`src/pkg/aao_defs.vh`:
```
// Notes on behaviour
// - Add into memory sums the working register and the addressed memory byte.
// - Add into memory writes its sum back to memory, not the working register.
// - AND memory to working forms working register AND memory byte, bit by bit.
// - Both AND-to-working operations load the working register; memory stays unchanged.
// - AND immediate to working ANDs the working register with the instruction constant.
// - AND into memory forms memory byte AND working register, bitwise.
`ifndef AAO_DEFS_VH
`define AAO_DEFS_VH

////////////////////////////////////////////////////////////////////////////////
// Operation codes.
`define AAO_OP_W        2
`define AAO_OP_NOP      2'h0
`define AAO_OP_ADD_INTO_MEMORY     2'h1
`define AAO_OP_AND_MEM  2'h2
`define AAO_OP_AND_IMM  2'h3

////////////////////////////////////////////////////////////////////////////////
// APB register byte offsets.
`define AAO_ADDR_W      8
`define AAO_REG_CTRL    8'h00
`define AAO_REG_WREG    8'h04
`define AAO_REG_FLAGS   8'h08
`define AAO_REG_RESULT  8'h0C

// Control register fields.
`define AAO_CTRL_GO     8
`define AAO_CTRL_IMM_LO 0
`define AAO_CTRL_IMM_HI 7
`define AAO_CTRL_OP_LO  12
`define AAO_CTRL_OP_HI  13
`define AAO_CTRL_MEMOP  14

// Flag register bit positions.
`define AAO_FLAG_C      0
`define AAO_FLAG_HC     1
`define AAO_FLAG_Z      2
`define AAO_FLAG_OV     3
`define AAO_FLAG_MW     4

// Reset values.
`define AAO_RST_BYTE    8'h00
`define AAO_RST_FLAGS   4'h0

`endif

```
`src/hw/aao_top.v`:
```
// The implementer's own choices: the APB slave port and the placing of the registers.
`include "aao_defs.vh"

// APB-controlled datapath: software loads the working register, issues an
// operation with a memory operand on mem_rdata, and a memory write is pulsed
// out when the destination is memory.
module aao_top #(
  parameter W = 8
) (
  // Clock, reset, enable.
  input  wire                   pclk,
  input  wire                   presetn,
  input  wire                   clk_en,
  // APB slave.
  input  wire                   psel,
  input  wire                   penable,
  input  wire                   pwrite,
  input  wire [`AAO_ADDR_W-1:0] paddr,
  input  wire [31:0]            pwdata,
  output reg  [31:0]            prdata,
  output wire                   pready,
  output wire                   pslverr,
  // Data memory operand and write-back.
  input  wire [W-1:0]           mem_rdata,
  output reg  [W-1:0]           mem_wdata_q,
  output reg                    mem_we_q
);

  reg  [W-1:0]         wreg_q;
  reg  [W-1:0]         result_q;
  reg  [3:0]           flags_q;
  wire                 acc_w;
  wire                 wr_w;
  wire                 go_w;
  wire [`AAO_OP_W-1:0] op_w;
  wire [W-1:0]         res_w;
  wire                 to_mem_w;
  wire [3:0]           fwe_w;
  wire [3:0]           fval_w;
  reg                  hit_w;

  ////////////////////////////////////////////////////////////////////////////
  // Zero-wait APB; unmapped offsets answer with pslverr.
  assign pready  = 1'b1;
  assign acc_w   = psel && penable && clk_en;
  assign wr_w    = acc_w && pwrite;
  assign go_w    = wr_w && (paddr == `AAO_REG_CTRL) && pwdata[`AAO_CTRL_GO];
  assign op_w    = pwdata[`AAO_CTRL_OP_HI:`AAO_CTRL_OP_LO];
  assign pslverr = psel && penable && !hit_w;

  always @*
  begin
    hit_w  = 1'b1;
    prdata = 32'h0000_0000;
    case (paddr)
      `AAO_REG_CTRL:   prdata = 32'h0000_0000;
      `AAO_REG_WREG:   prdata = {{(32-W){1'b0}}, wreg_q};
      `AAO_REG_FLAGS:  prdata = {27'h0, mem_we_q, flags_q};
      `AAO_REG_RESULT: prdata = {{(32-W){1'b0}}, result_q};
      default:         hit_w  = 1'b0;
    endcase
  end

  ////////////////////////////////////////////////////////////////////////////
  aao_alu #(
    .W (W)
  ) u_alu (
    .op       (op_w),
    .wreg     (wreg_q),
    .mem      (mem_rdata),
    .imm      (pwdata[`AAO_CTRL_IMM_HI:`AAO_CTRL_IMM_LO]),
    .mem_op   (pwdata[`AAO_CTRL_MEMOP]),
    .result   (res_w),
    .to_mem   (to_mem_w),
    .flag_we  (fwe_w),
    .flag_val (fval_w)
  );

  ////////////////////////////////////////////////////////////////////////////
  // The memory operand is sampled in the access cycle of the control write,
  // so the memory must present the addressed byte by then.
  always @(posedge pclk or negedge presetn)
  begin
    if (!presetn)
    begin
      wreg_q      <= `AAO_RST_BYTE;
      result_q    <= `AAO_RST_BYTE;
      flags_q     <= `AAO_RST_FLAGS;
      mem_wdata_q <= `AAO_RST_BYTE;
      mem_we_q    <= 1'b0;
    end
    else if (clk_en)
    begin
      mem_we_q <= 1'b0;
      if (wr_w && (paddr == `AAO_REG_WREG))
      begin
        wreg_q <= pwdata[W-1:0];
      end
      if (wr_w && (paddr == `AAO_REG_FLAGS))
      begin
        flags_q <= pwdata[3:0];
      end
      if (go_w && (op_w != `AAO_OP_NOP))
      begin
        result_q <= res_w;
        flags_q  <= (flags_q & ~fwe_w) | (fval_w & fwe_w);
        if (to_mem_w)
        begin
          mem_wdata_q <= res_w;
          mem_we_q    <= 1'b1;
        end
        else
        begin
          wreg_q <= res_w;
        end
      end
    end
  end

endmodule

```
`src/hw/aao_alu.v`:
```
`include "aao_defs.vh"

// Combinational arithmetic and logic core for the operation group.
module aao_alu #(
  parameter W = 8
) (
  // Operation select and operands.
  input  wire [`AAO_OP_W-1:0] op,
  input  wire [W-1:0]         wreg,
  input  wire [W-1:0]         mem,
  input  wire [W-1:0]         imm,
  input  wire                 mem_op,
  // Results.
  output reg  [W-1:0]         result,
  output reg                  to_mem,
  output reg  [3:0]           flag_we,
  output wire [3:0]           flag_val
);

  wire [W:0]   sum_w;
  wire [4:0]   nib_w;
  wire         ov_w;

  assign sum_w = {1'b0, wreg} + {1'b0, mem};
  assign nib_w = {1'b0, wreg[3:0]} + {1'b0, mem[3:0]};
  assign ov_w  = (wreg[W-1] == mem[W-1]) && (sum_w[W-1] != wreg[W-1]);

  // Flag values line up with the flag bit positions.
  assign flag_val = {ov_w, (result == {W{1'b0}}), nib_w[4], sum_w[W]};

  always @*
  begin
    result  = {W{1'b0}};
    to_mem  = 1'b0;
    flag_we = 4'h0;
    case (op)
      `AAO_OP_ADD_INTO_MEMORY:
      begin
        result  = sum_w[W-1:0];
        to_mem  = 1'b1;
        flag_we = 4'hF;
      end
      `AAO_OP_AND_MEM:
      begin
        // AND with memory, same product for the memory-destination form
        result  = wreg & mem;
        to_mem  = mem_op;
        flag_we = 4'h4;
      end
      `AAO_OP_AND_IMM:
      begin
        result  = wreg & imm;
        flag_we = 4'h4;
      end
      default:
      begin
        result  = {W{1'b0}};
      end
    endcase
  end

endmodule

```
`config.mk`:
```
export PLATFORM = sky130hd
export DESIGN_NAME = aao_top
export DESIGN_NICKNAME = d
export VERILOG_FILES = /design/src/hw/aao_top.v /design/src/hw/aao_alu.v
export VERILOG_INCLUDE_DIRS = /design/src /design/src/pkg
export SDC_FILE = /design/constraint.sdc
export NUM_CORES = 1
export LEC_CHECK = 0
export BUFFER_PORTS_ARGS = -buffer_cell sky130_fd_sc_hd__clkbuf_2
export CAP_MARGIN = 5
export CELL_PAD_IN_SITES_DETAIL_PLACEMENT = 2
export CELL_PAD_IN_SITES_GLOBAL_PLACEMENT = 2
export CORE_ASPECT_RATIO = 0.7
export CORE_UTILIZATION = 29
export CTS_CLUSTER_DIAMETER = 150
export DETAILED_ROUTE_END_ITERATION = 8
export GPL_ROUTABILITY_DRIVEN = 0
export PLACE_DENSITY = 0.8
export SYNTH_ARGS = -nofsm -noshare
export SYNTH_HDL_FRONTEND = slang
export SYNTH_HIERARCHICAL = 1
export SYNTH_SLANG_ARGS = --single-unit
```
`constraint.sdc`:
```
create_clock -name pclk -period 2.65 [get_ports pclk]
set_clock_uncertainty 0.15 [all_clocks]
set_input_delay 0.1325 -clock pclk [delete_from_list [all_inputs] [get_ports pclk]]
set_output_delay 0.1325 -clock pclk [all_outputs]
set_load 0.05 [all_outputs]
```
==> impl_metrics.py, run 1 <==
metrics = {
    "cells_and_area": {
        "final_cells": 463,
        "diodes": 0,
        "fin_nets": 409,
        "fillers": 929,
        "drive_gt1_share_pct": 32.7,
        "syn_to_final_growth_pct": 27.7,
        "final_util_pct": 38.2,
    },
    "routing": {
        "vias_per_cell": 4.93,
        "wirelength_um": 8560,
        "drtAntennaViolNets": 0,
        "vias": 2281,
        "first_iter_violations": 72,
        "route.detailed.drc": 0,
        "wl_per_cell_um": 18.5,
        "first_pass_iters": 4,
    },
    "synth": {
        "synth_seq_area_share_pct": 28.7,
        "synthCells": 271,
        "synth_area_um2": 2530,
        "synth_cell_types": 56,
        "syn_area_per_cell_um2": 9.33,
        "synth_top_flop_cell": "dfrtp_1",
        "synth_top_area_cell": "dfrtp_1",
        "synth_top_cells_by_area": "dfrtp_1 (29%), buf_4 (8.3%), ha_1 (5.9%)",
        "synth_edf_count": 0,
        "async_flop_share_pct": 100,
        "ys_warn_count": 6,
        "yosysTopAreaCellShare_pct": 28.7,
        "synth-seq-cells": 29,
        "synth_top_cells_by_count": "dfrtp_1 (29), buf_4 (28), inv_1 (23)",
        "synth.most_common_cell": "dfrtp_1",
    },
    "global_routing": {
        "met1_usage_pct": 27.0,
        "gr-max-usage-layer": "met2",
        "grt.total_usage_pct": 19.4,
        "grt_pass1_vias": 2443,
        "antenna_found_initial": 0,
        "grtUsageMet2_pct": 31.2,
        "use_met3_pct": 3.40,
        "grt_start_max_net_pins": 30,
        "grt-ovfl-total": 0,
        "grt_first_pass_wirelength_um": 13300,
    },
    "pwr": {
        "ir_drop_mv": 0.249,
        "p_per_area_nw_per_um2": 481,
        "finalPower_mw": 1.55,
        "p_leak_nw": 1.63,
    },
    "timing": {
        "finalHoldViolations": 0,
        "post-route-min-period_ns": 2.64,
        "rsz0062_at_grt": "yes",
        "slew_violations": 0,
        "maxClockFrequency_mhz": 379,
        "period_share_pct": 99.5,
        "worstMarginPinSlew_ns": 0.794,
        "relSlewSlack_pct": 47.1,
        "setup_violations": 0,
    },
    "clock_tree": {
        "cts-buffers-inserted": 5,
        "cts-root-buf": "clkbuf_16",
        "cts_tree": "built",
        "cts.sinks": 29,
        "cts_buffer_depth": 2,
        "clk_latency_ns": 0.28,
        "cts_max_level": 2,
        "clk_pin_slew_worst_paths_ns": 0.06,
    },
    "worst_setup_path": {
        "end_kind": "flop",
        "worstPathArrival_ns": 2.68,
        "worstSetupPathType": "reg -> reg",
        "crit_path_start_kind": "flop",
        "required_ns": 2.69,
        "crit_fanout": 2,
    },
    "outcome": {
        "status": "finished clean",
    },
    "floorplan": {
        "die-area_um2": 9100,
        "core_um2": 8440,
        "num_rows": 28,
        "pin_count": 97,
        "dieWidth_um": 114,
        "die-height_um": 80.1,
        "start_util_pct": 29.9,
    },
    "placed_design": {
        "place_inst": 446,
        "port_buffers": 51,
        "dp_hpwl_um": 6810,
    },
    "run": {
        "drv_cap": 0,
    },
    "hold_path": {
        "hold_class": "in -> reg",
    },
}
==> area by class of cell <==
type	instances	area (um^2)	share of cell area [%]
multi-input combinational	203	1600	49.4
timing repair buffer	80	480	14.9
clock inverter	3	65.1	2.02
inverter	23	86.3	2.67
sequential	29	726	22.5
tap	120	150	4.65
clock buffer	5	125	3.88
==> power breakdown <==
part	leakage, nW	switching [mW]	total, mW	internal [mW]
registers	0.364	0.00249	0.448	0.446
clock network	0.0938	0.216	0.752	0.537
logic	1.17	0.234	0.351	0.117
==> cell usage in the layout, fill, tap and decap left out, types with 4 or more instances in the layout <==
cell type  count
ha_1           9
nor2_1        16
a21oi_1       11
nand2_1       14
clkbuf_2      51
inv_1         23
nand3_1        6
o21ai_0        6
nor2b_1        4
nand4_1        5
o221a_1        8
conb_1        25
mux2_1         8
o21ai_1        7
a31oi_1        5
clkbuf_16      5
buf_4         26
mux2i_1        8
o221ai_1       4
o211ai_1       8
mux2_4         8
dfrtp_1       29
a22o_1         6
==> final timing paths <==
check	slack (ns)	start	cells past startpoint	to
max in group asynchronous	1.51	presetn	2	mem_we_q
min reg2reg	0.35	result_q[4]	1	result_q[4]
max reg2reg	0.01	wreg_q[0]	11	flop
min in group asynchronous	0.33	presetn	2	async pin
min	0.03	pwdata[6]	2	wreg_q[6]
max	0.01	wreg_q[0]	11	flop
==> routing by layer <==
metal	vias up	share of wire (%)
met5	-	0
met4	0	1.0
met3	9	4.4
met2	63	45
met1	1140	50
li1	1069	-
==> metrics by stage <==
| stage | setup TNS [ns] | hold slack (ns) | setup WS (ns) | instance area [um^2] |
|---|---|---|---|---|
| after global placement | 0 | 0.0827 | 0.00506 | 2910 |
| after CTS | 0 | 0.0170 | 0.00401 | 3140 |
| after global routing | -0.121 | 0.0273 | -0.121 | 3230 |
| after floorplan | 0 | -0.313 | 0.230 | 2620 |
| final | 0 | 0.0251 | 0.0133 | 3230 |
| after detailed placement | -0.0313 | 0.101 | -0.0313 | 2910 |
==> cells by family (layout without fill, tap and decap cells) <==
| logic type | count (synthesis) | count (layout) | share of synthesized area, % |
|---|---|---|---|
| multiplexers | 25 | 25 | 11.9 |
| flip-flops | 29 | 29 | 28.7 |
| adder cells (fa/ha/maj) | 13 | 13 | 6.73 |
| AND/OR/NAND/NOR | 69 | 69 | 17.0 |
| buffers and inverters | 62 | 111 | 13.8 |
| XOR/XNOR | 5 | 5 | 1.73 |
| other | 2 | 25 | 0.297 |
| AO/OA/AOI/OAI | 66 | 66 | 19.9 |
==> critical path, stage by stage, from the launching register on <==
cell	delay [ns]
dfrtp_1	0.36
ha_2	0.19
inv_1	0.06
fa_2	0.35
nor2b_2	0.14
o21ai_1	0.07
nand2b_1	0.14
mux2i_2	0.28
nand4_1	0.19
nor4_4	0.33
nand3_1	0.11
o221ai_1	0.17
==> what timing repair did <==
item                                    CTS  global route
hold endpoints to repair                 31             0
setup buffers                             0             6
gates resized for setup                   1            10
endpoints found under the setup margin    1             1
hold buffers                              3             0
pin swaps                                 0            12
Note: power is estimated with default switching activity, not from simulation.
==> run 2: changes to the inputs <==
SETUP_SLACK_MARGIN = 0.15   (was default)
==> impl_metrics.py, run 2 (synthesis results as in run 1) <==
metrics = {
    "outcome": {
        "status": "finished clean",
    },
    "worst_setup_path": {
        "required_ns": 2.69,
        "end_kind": "flop",
        "crit_fanout": 2,
        "crit_path_start_kind": "flop",
        "critPathSlowestCell": "dfrtp_1",
        "worstSetupPathType": "reg -> reg",
        "reg2reg_from": "wreg_q[0]",
        "cp_top_family": "simple AND/OR/NAND/NOR gates",
        "path_buf_inv": 1,
        "worstPathArrival_ns": 2.67,
        "slowest_delay_ns": 0.37,
        "path_cells": "ha_2 -> inv_2 -> fa_2 -> nor2b_2 -> o21ai_1 -> nand2b_1 -> mux2i_2 -> nand4_1 -> nor4_4 -> nand3_1 -> o221ai_1",
        "setup.worst_path.start": "wreg_q[0]",
    },
    "floorplan": {
        "die-height_um": 80.1,
        "dieWidth_um": 114,
        "num_rows": 28,
        "start_util_pct": 29.9,
        "pin_count": 97,
        "core_um2": 8440,
        "die-area_um2": 9100,
    },
    "pwr": {
        "p_clk_share_pct": 47.6,
        "p_leak_nw": 1.67,
        "p_per_area_nw_per_um2": 471,
        "ir_drop_mv": 0.249,
        "p_switching_uw": 462,
        "intPower_mw": 1.12,
        "pwr-share-comb_pct": 24.0,
        "seqPwrFrac_pct": 28.4,
        "p_sw_share_pct": 29.2,
    },
    "cells_and_area": {
        "diodes": 0,
        "fin_nets": 415,
        "final_util_pct": 39.7,
        "fin_area_um2": 3350,
        "layout_common_cells": "clkbuf_2 (51), dfrtp_1 (29), conb_1 (25)",
        "layout_commonest_cell": "clkbuf_2",
        "syn_to_final_growth_pct": 32.6,
        "drive_gt1_share_pct": 36.1,
    },
    "clock_tree": {
        "cts.sinks": 29,
        "clk_pin_slew_worst_paths_ns": 0.06,
        "cts_tree": "built",
        "cts_buffer_depth": 2,
        "clk_latency_ns": 0.28,
        "cts-buffers-inserted": 5,
        "cts_max_level": 2,
        "cts-root-buf": "clkbuf_16",
    },
    "timing": {
        "period_share_pct": 99.0,
        "setup_violations": 0,
        "worstMarginPinSlew_ns": 0.805,
        "whs_ns": 0.0260,
        "slew_violations": 0,
        "post-route-min-period_ns": 2.62,
        "relSlewSlack_pct": 46.3,
        "rsz0062_at_grt": "yes",
        "maxClockFrequency_mhz": 381,
        "finalHoldViolations": 0,
    },
    "hold_path": {
        "worstHoldStart": "pwdata[1]",
        "hold_class": "in -> reg",
    },
    "global_routing": {
        "grt_start_max_net_pins": 30,
        "grt-ovfl-total": 0,
        "grt_first_pass_wirelength_um": 13900,
        "grt.total_usage_pct": 20.3,
        "grt_pass1_vias": 2513,
        "antenna_found_initial": 0,
    },
    "routing": {
        "drtAntennaViolNets": 0,
        "vias_per_cell": 4.90,
        "first_pass_iters": 4,
        "wirelength_um": 8960,
        "route.detailed.drc": 0,
        "vias": 2299,
        "wl_per_cell_um": 19.1,
        "first_iter_violations": 85,
    },
    "placed_design": {
        "placed_area_um2": 2910,
        "port_buffers": 51,
        "dp_hpwl_um": 6810,
    },
    "run": {
        "drv_cap": 0,
    },
}
==> run 2: through the flow <==
stage	std cells	worst slack, ns	power, mW	setup TNS, ns
finish	469	0.0274	1.58	0
global route	469	-0.103	1.64	-0.103
CTS	467	0.0346	1.57	0
detailed placement	446	-0.0313	0.783	-0.0313
global placement	446	0.00506	0.771	0
floorplan	294	0.230	0.701	0
==> run 2: layout make-up <==
cell class	count	area [um^2]
clock buffers	5	125
multi-input cells	203	1640
inverters	23	86.3
clock inverters	3	65.1
flip-flops and latches	29	726
repair buffers	86	559
fillers	912	5090
well taps	120	150
==> run 2: worst paths after layout <==
check / endpoint / slack, ns / cells past startpoint
max: flop / 0.03 / 11
min in group asynchronous: async pin / 0.33 / 2
min: wreg_q[1] / 0.03 / 2
max in group asynchronous: mem_we_q / 1.50 / 2
max reg2reg: flop / 0.03 / 11
min reg2reg: result_q[4] / 0.35 / 1
==> run 2: power by group through the flow <==
stage / Sequential (mW) / Combinational (mW) / Clock (mW)
detailed placement: 0.456 / 0.328 / 0
global placement: 0.455 / 0.315 / 0
CTS: 0.448 / 0.354 / 0.764
finish: 0.448 / 0.378 / 0.752
global route: 0.448 / 0.408 / 0.784
floorplan: 0.455 / 0.246 / 0
==> run 2: routing by layer <==
metal / GRT usage [%] / vias up / part of all wire, %
met1: 27.8 / 1151 / 49
met5: 0 / - / 0
met2: 32.7 / 57 / 46
li1: - / 1082 / -
met4: 5.39 / 0 / 0.99
met3: 3.70 / 9 / 4.3
==> run 2: what timing repair did <==
action                                  4_1_cts  5_1_grt
setup buffers                                10        2
pin swaps                                    13        3
endpoints found under the setup margin        2       15
hold buffers                                  3        0
endpoints found under the hold margin        31        0
resized for setup                             8       21
==> run 3: changes to the inputs <==
CORE_UTILIZATION = 26   (was 29)
PLACE_DENSITY = 0.77   (was 0.8)
clock period = 2.3 ns   (was 2.65 ns; I/O delays follow)
==> impl_metrics.py, run 3 (synthesis results as in run 1) <==
metrics = {
    "cells_and_area": {
        "drive_gt1_share_pct": 39.9,
        "fin_nets": 427,
        "layout_common_cells": "clkbuf_2 (51), buf_4 (37), dfrtp_1 (29)",
        "diodes": 0,
        "layout_commonest_cell": "clkbuf_2",
        "fin_area_um2": 3450,
        "syn_to_final_growth_pct": 36.5,
    },
    "floorplan": {
        "die-area_um2": 10100,
        "dieWidth_um": 120,
        "die-height_um": 84.5,
        "num_rows": 29,
        "core_um2": 9250,
        "pin_count": 97,
        "start_util_pct": 27.3,
    },
    "routing": {
        "first_iter_violations": 85,
        "wirelength_um": 9600,
        "vias_per_cell": 4.94,
        "first_pass_iters": 4,
        "route.detailed.drc": 0,
        "wl_per_cell_um": 19.8,
        "vias": 2396,
        "drtAntennaViolNets": 0,
    },
    "worst_setup_path": {
        "worstSetupPathType": "reg -> reg",
        "path_cells": "ha_2 -> inv_2 -> fa_2 -> nor2b_4 -> o21ai_1 -> nand2b_1 -> mux2i_1 -> nand4_1 -> nor4_2 -> nand3_1 -> o221ai_2",
        "critPathSlowestCell": "fa_2",
        "end_kind": "flop",
        "rrSetupSlack_ns": -0.29,
        "rr_worst_depth": 11,
        "reg2reg_from": "wreg_q[0]",
        "slowest_delay_ns": 0.37,
        "required_ns": 2.34,
        "crit_fanout": 2,
        "worstPathArrival_ns": 2.63,
        "crit_path_start_kind": "flop",
    },
    "pwr": {
        "finalPower_mw": 1.69,
        "p_per_area_nw_per_um2": 488,
        "ir_drop_mv": 0.245,
        "p_leak_nw": 1.74,
    },
    "timing": {
        "worstMarginPinSlew_ns": 0.821,
        "whs_ns": 0.00905,
        "post-route-min-period_ns": 2.59,
        "worst_slack_ns": -0.287,
        "slew_violations": 0,
        "period_share_pct": 112,
        "maxClockFrequency_mhz": 387,
        "setup_violations": 15,
        "rsz0062_at_grt": "yes",
        "finalHoldViolations": 0,
        "relSlewSlack_pct": 45.3,
    },
    "global_routing": {
        "grt_first_pass_wirelength_um": 14700,
        "grt-ovfl-total": 0,
        "grt_pass1_vias": 2600,
        "grt.total_usage_pct": 19.4,
        "antenna_found_initial": 0,
        "grt_start_max_net_pins": 30,
    },
    "placed_design": {
        "pre_cts_ws_ns": -0.210,
        "placed_area_um2": 3030,
        "port_buffers": 51,
        "dp_hpwl_um": 7210,
    },
    "outcome": {
        "violations": "setup timing",
        "status": "complete, but fails checks",
    },
    "clock_tree": {
        "cts_max_level": 2,
        "cts-root-buf": "clkbuf_16",
        "cts.sinks": 29,
        "cts_buffer_depth": 2,
        "clk_latency_ns": 0.28,
        "clk_pin_slew_worst_paths_ns": 0.05,
        "cts_tree": "built",
        "cts-buffers-inserted": 5,
    },
    "hold_path": {
        "hold_class": "in -> reg",
        "whs_endpoint": "wreg_q[4]",
        "worstHoldStart": "pwdata[4]",
        "hold_path_depth": 2,
    },
    "run": {
        "drv_cap": 0,
    },
}
-- run 3: timing repair --
item	in CTS	in global routing
gates resized for setup	9	18
endpoints found under the hold margin	32	0
setup endpoints to repair	18	19
hold buffers	4	0
setup buffers	11	5
pin swaps	5	11
-- run 3: power by group --
part	switching (mW)	total, mW	internal (mW)
Sequential	0.00222	0.516	0.514
Combinational	0.300	0.472	0.172
Clock	0.241	0.698	0.458
Total	0.542	1.69	1.14
-- run 3: layout make-up --
class,instances,area [um^2]
clock buffers,7,153
well taps,124,155
multi-input cells,203,1680
clock inverters,1,5.00
inverters,23,88.8
flip-flops and latches,29,726
repair buffers,98,641
fillers,1038,5800
-- run 3: stage by stage --
step                util (%)  TNS (ns)  std cells
finish                  37.3     -2.06        485
global route            37.3     -3.46        485
CTS                     36.1     -1.51        480
detailed placement      32.8     -1.93        457
global placement        32.8    -0.658        457
floorplan                  -         0        294
-- run 3: worst max-delay path by stage --
stage / start / endpoint / depth (start not counted)
2_1_floorplan: wreg_q[0] / flop / 11
3_3_place_gp: wreg_q[1] / flop / 8
3_5_place_dp: wreg_q[1] / result_q[7] / 7
4_1_cts: wreg_q[0] / flop / 11
5_1_grt: wreg_q[0] / flop / 11
6_report: wreg_q[0] / flop / 11
-- run 3: per-layer routing --
metal	GRT usage, %	vias up	routed length (um)
li1	-	1106	-
met1	26.7	1213	4520
met2	31.7	72	4590
met3	3.33	5	448
met4	3.86	0	40
met5	0	-	0
-- run 3: critical path: cells and delay by family, from the launching register on --
kind	cells	cell delay (ns)
fa+ha+maj	2	0.56
simple gates	5	0.89
compound gates	2	0.24
flops	1	0.35
mux	1	0.28
buf+inv	1	0.04
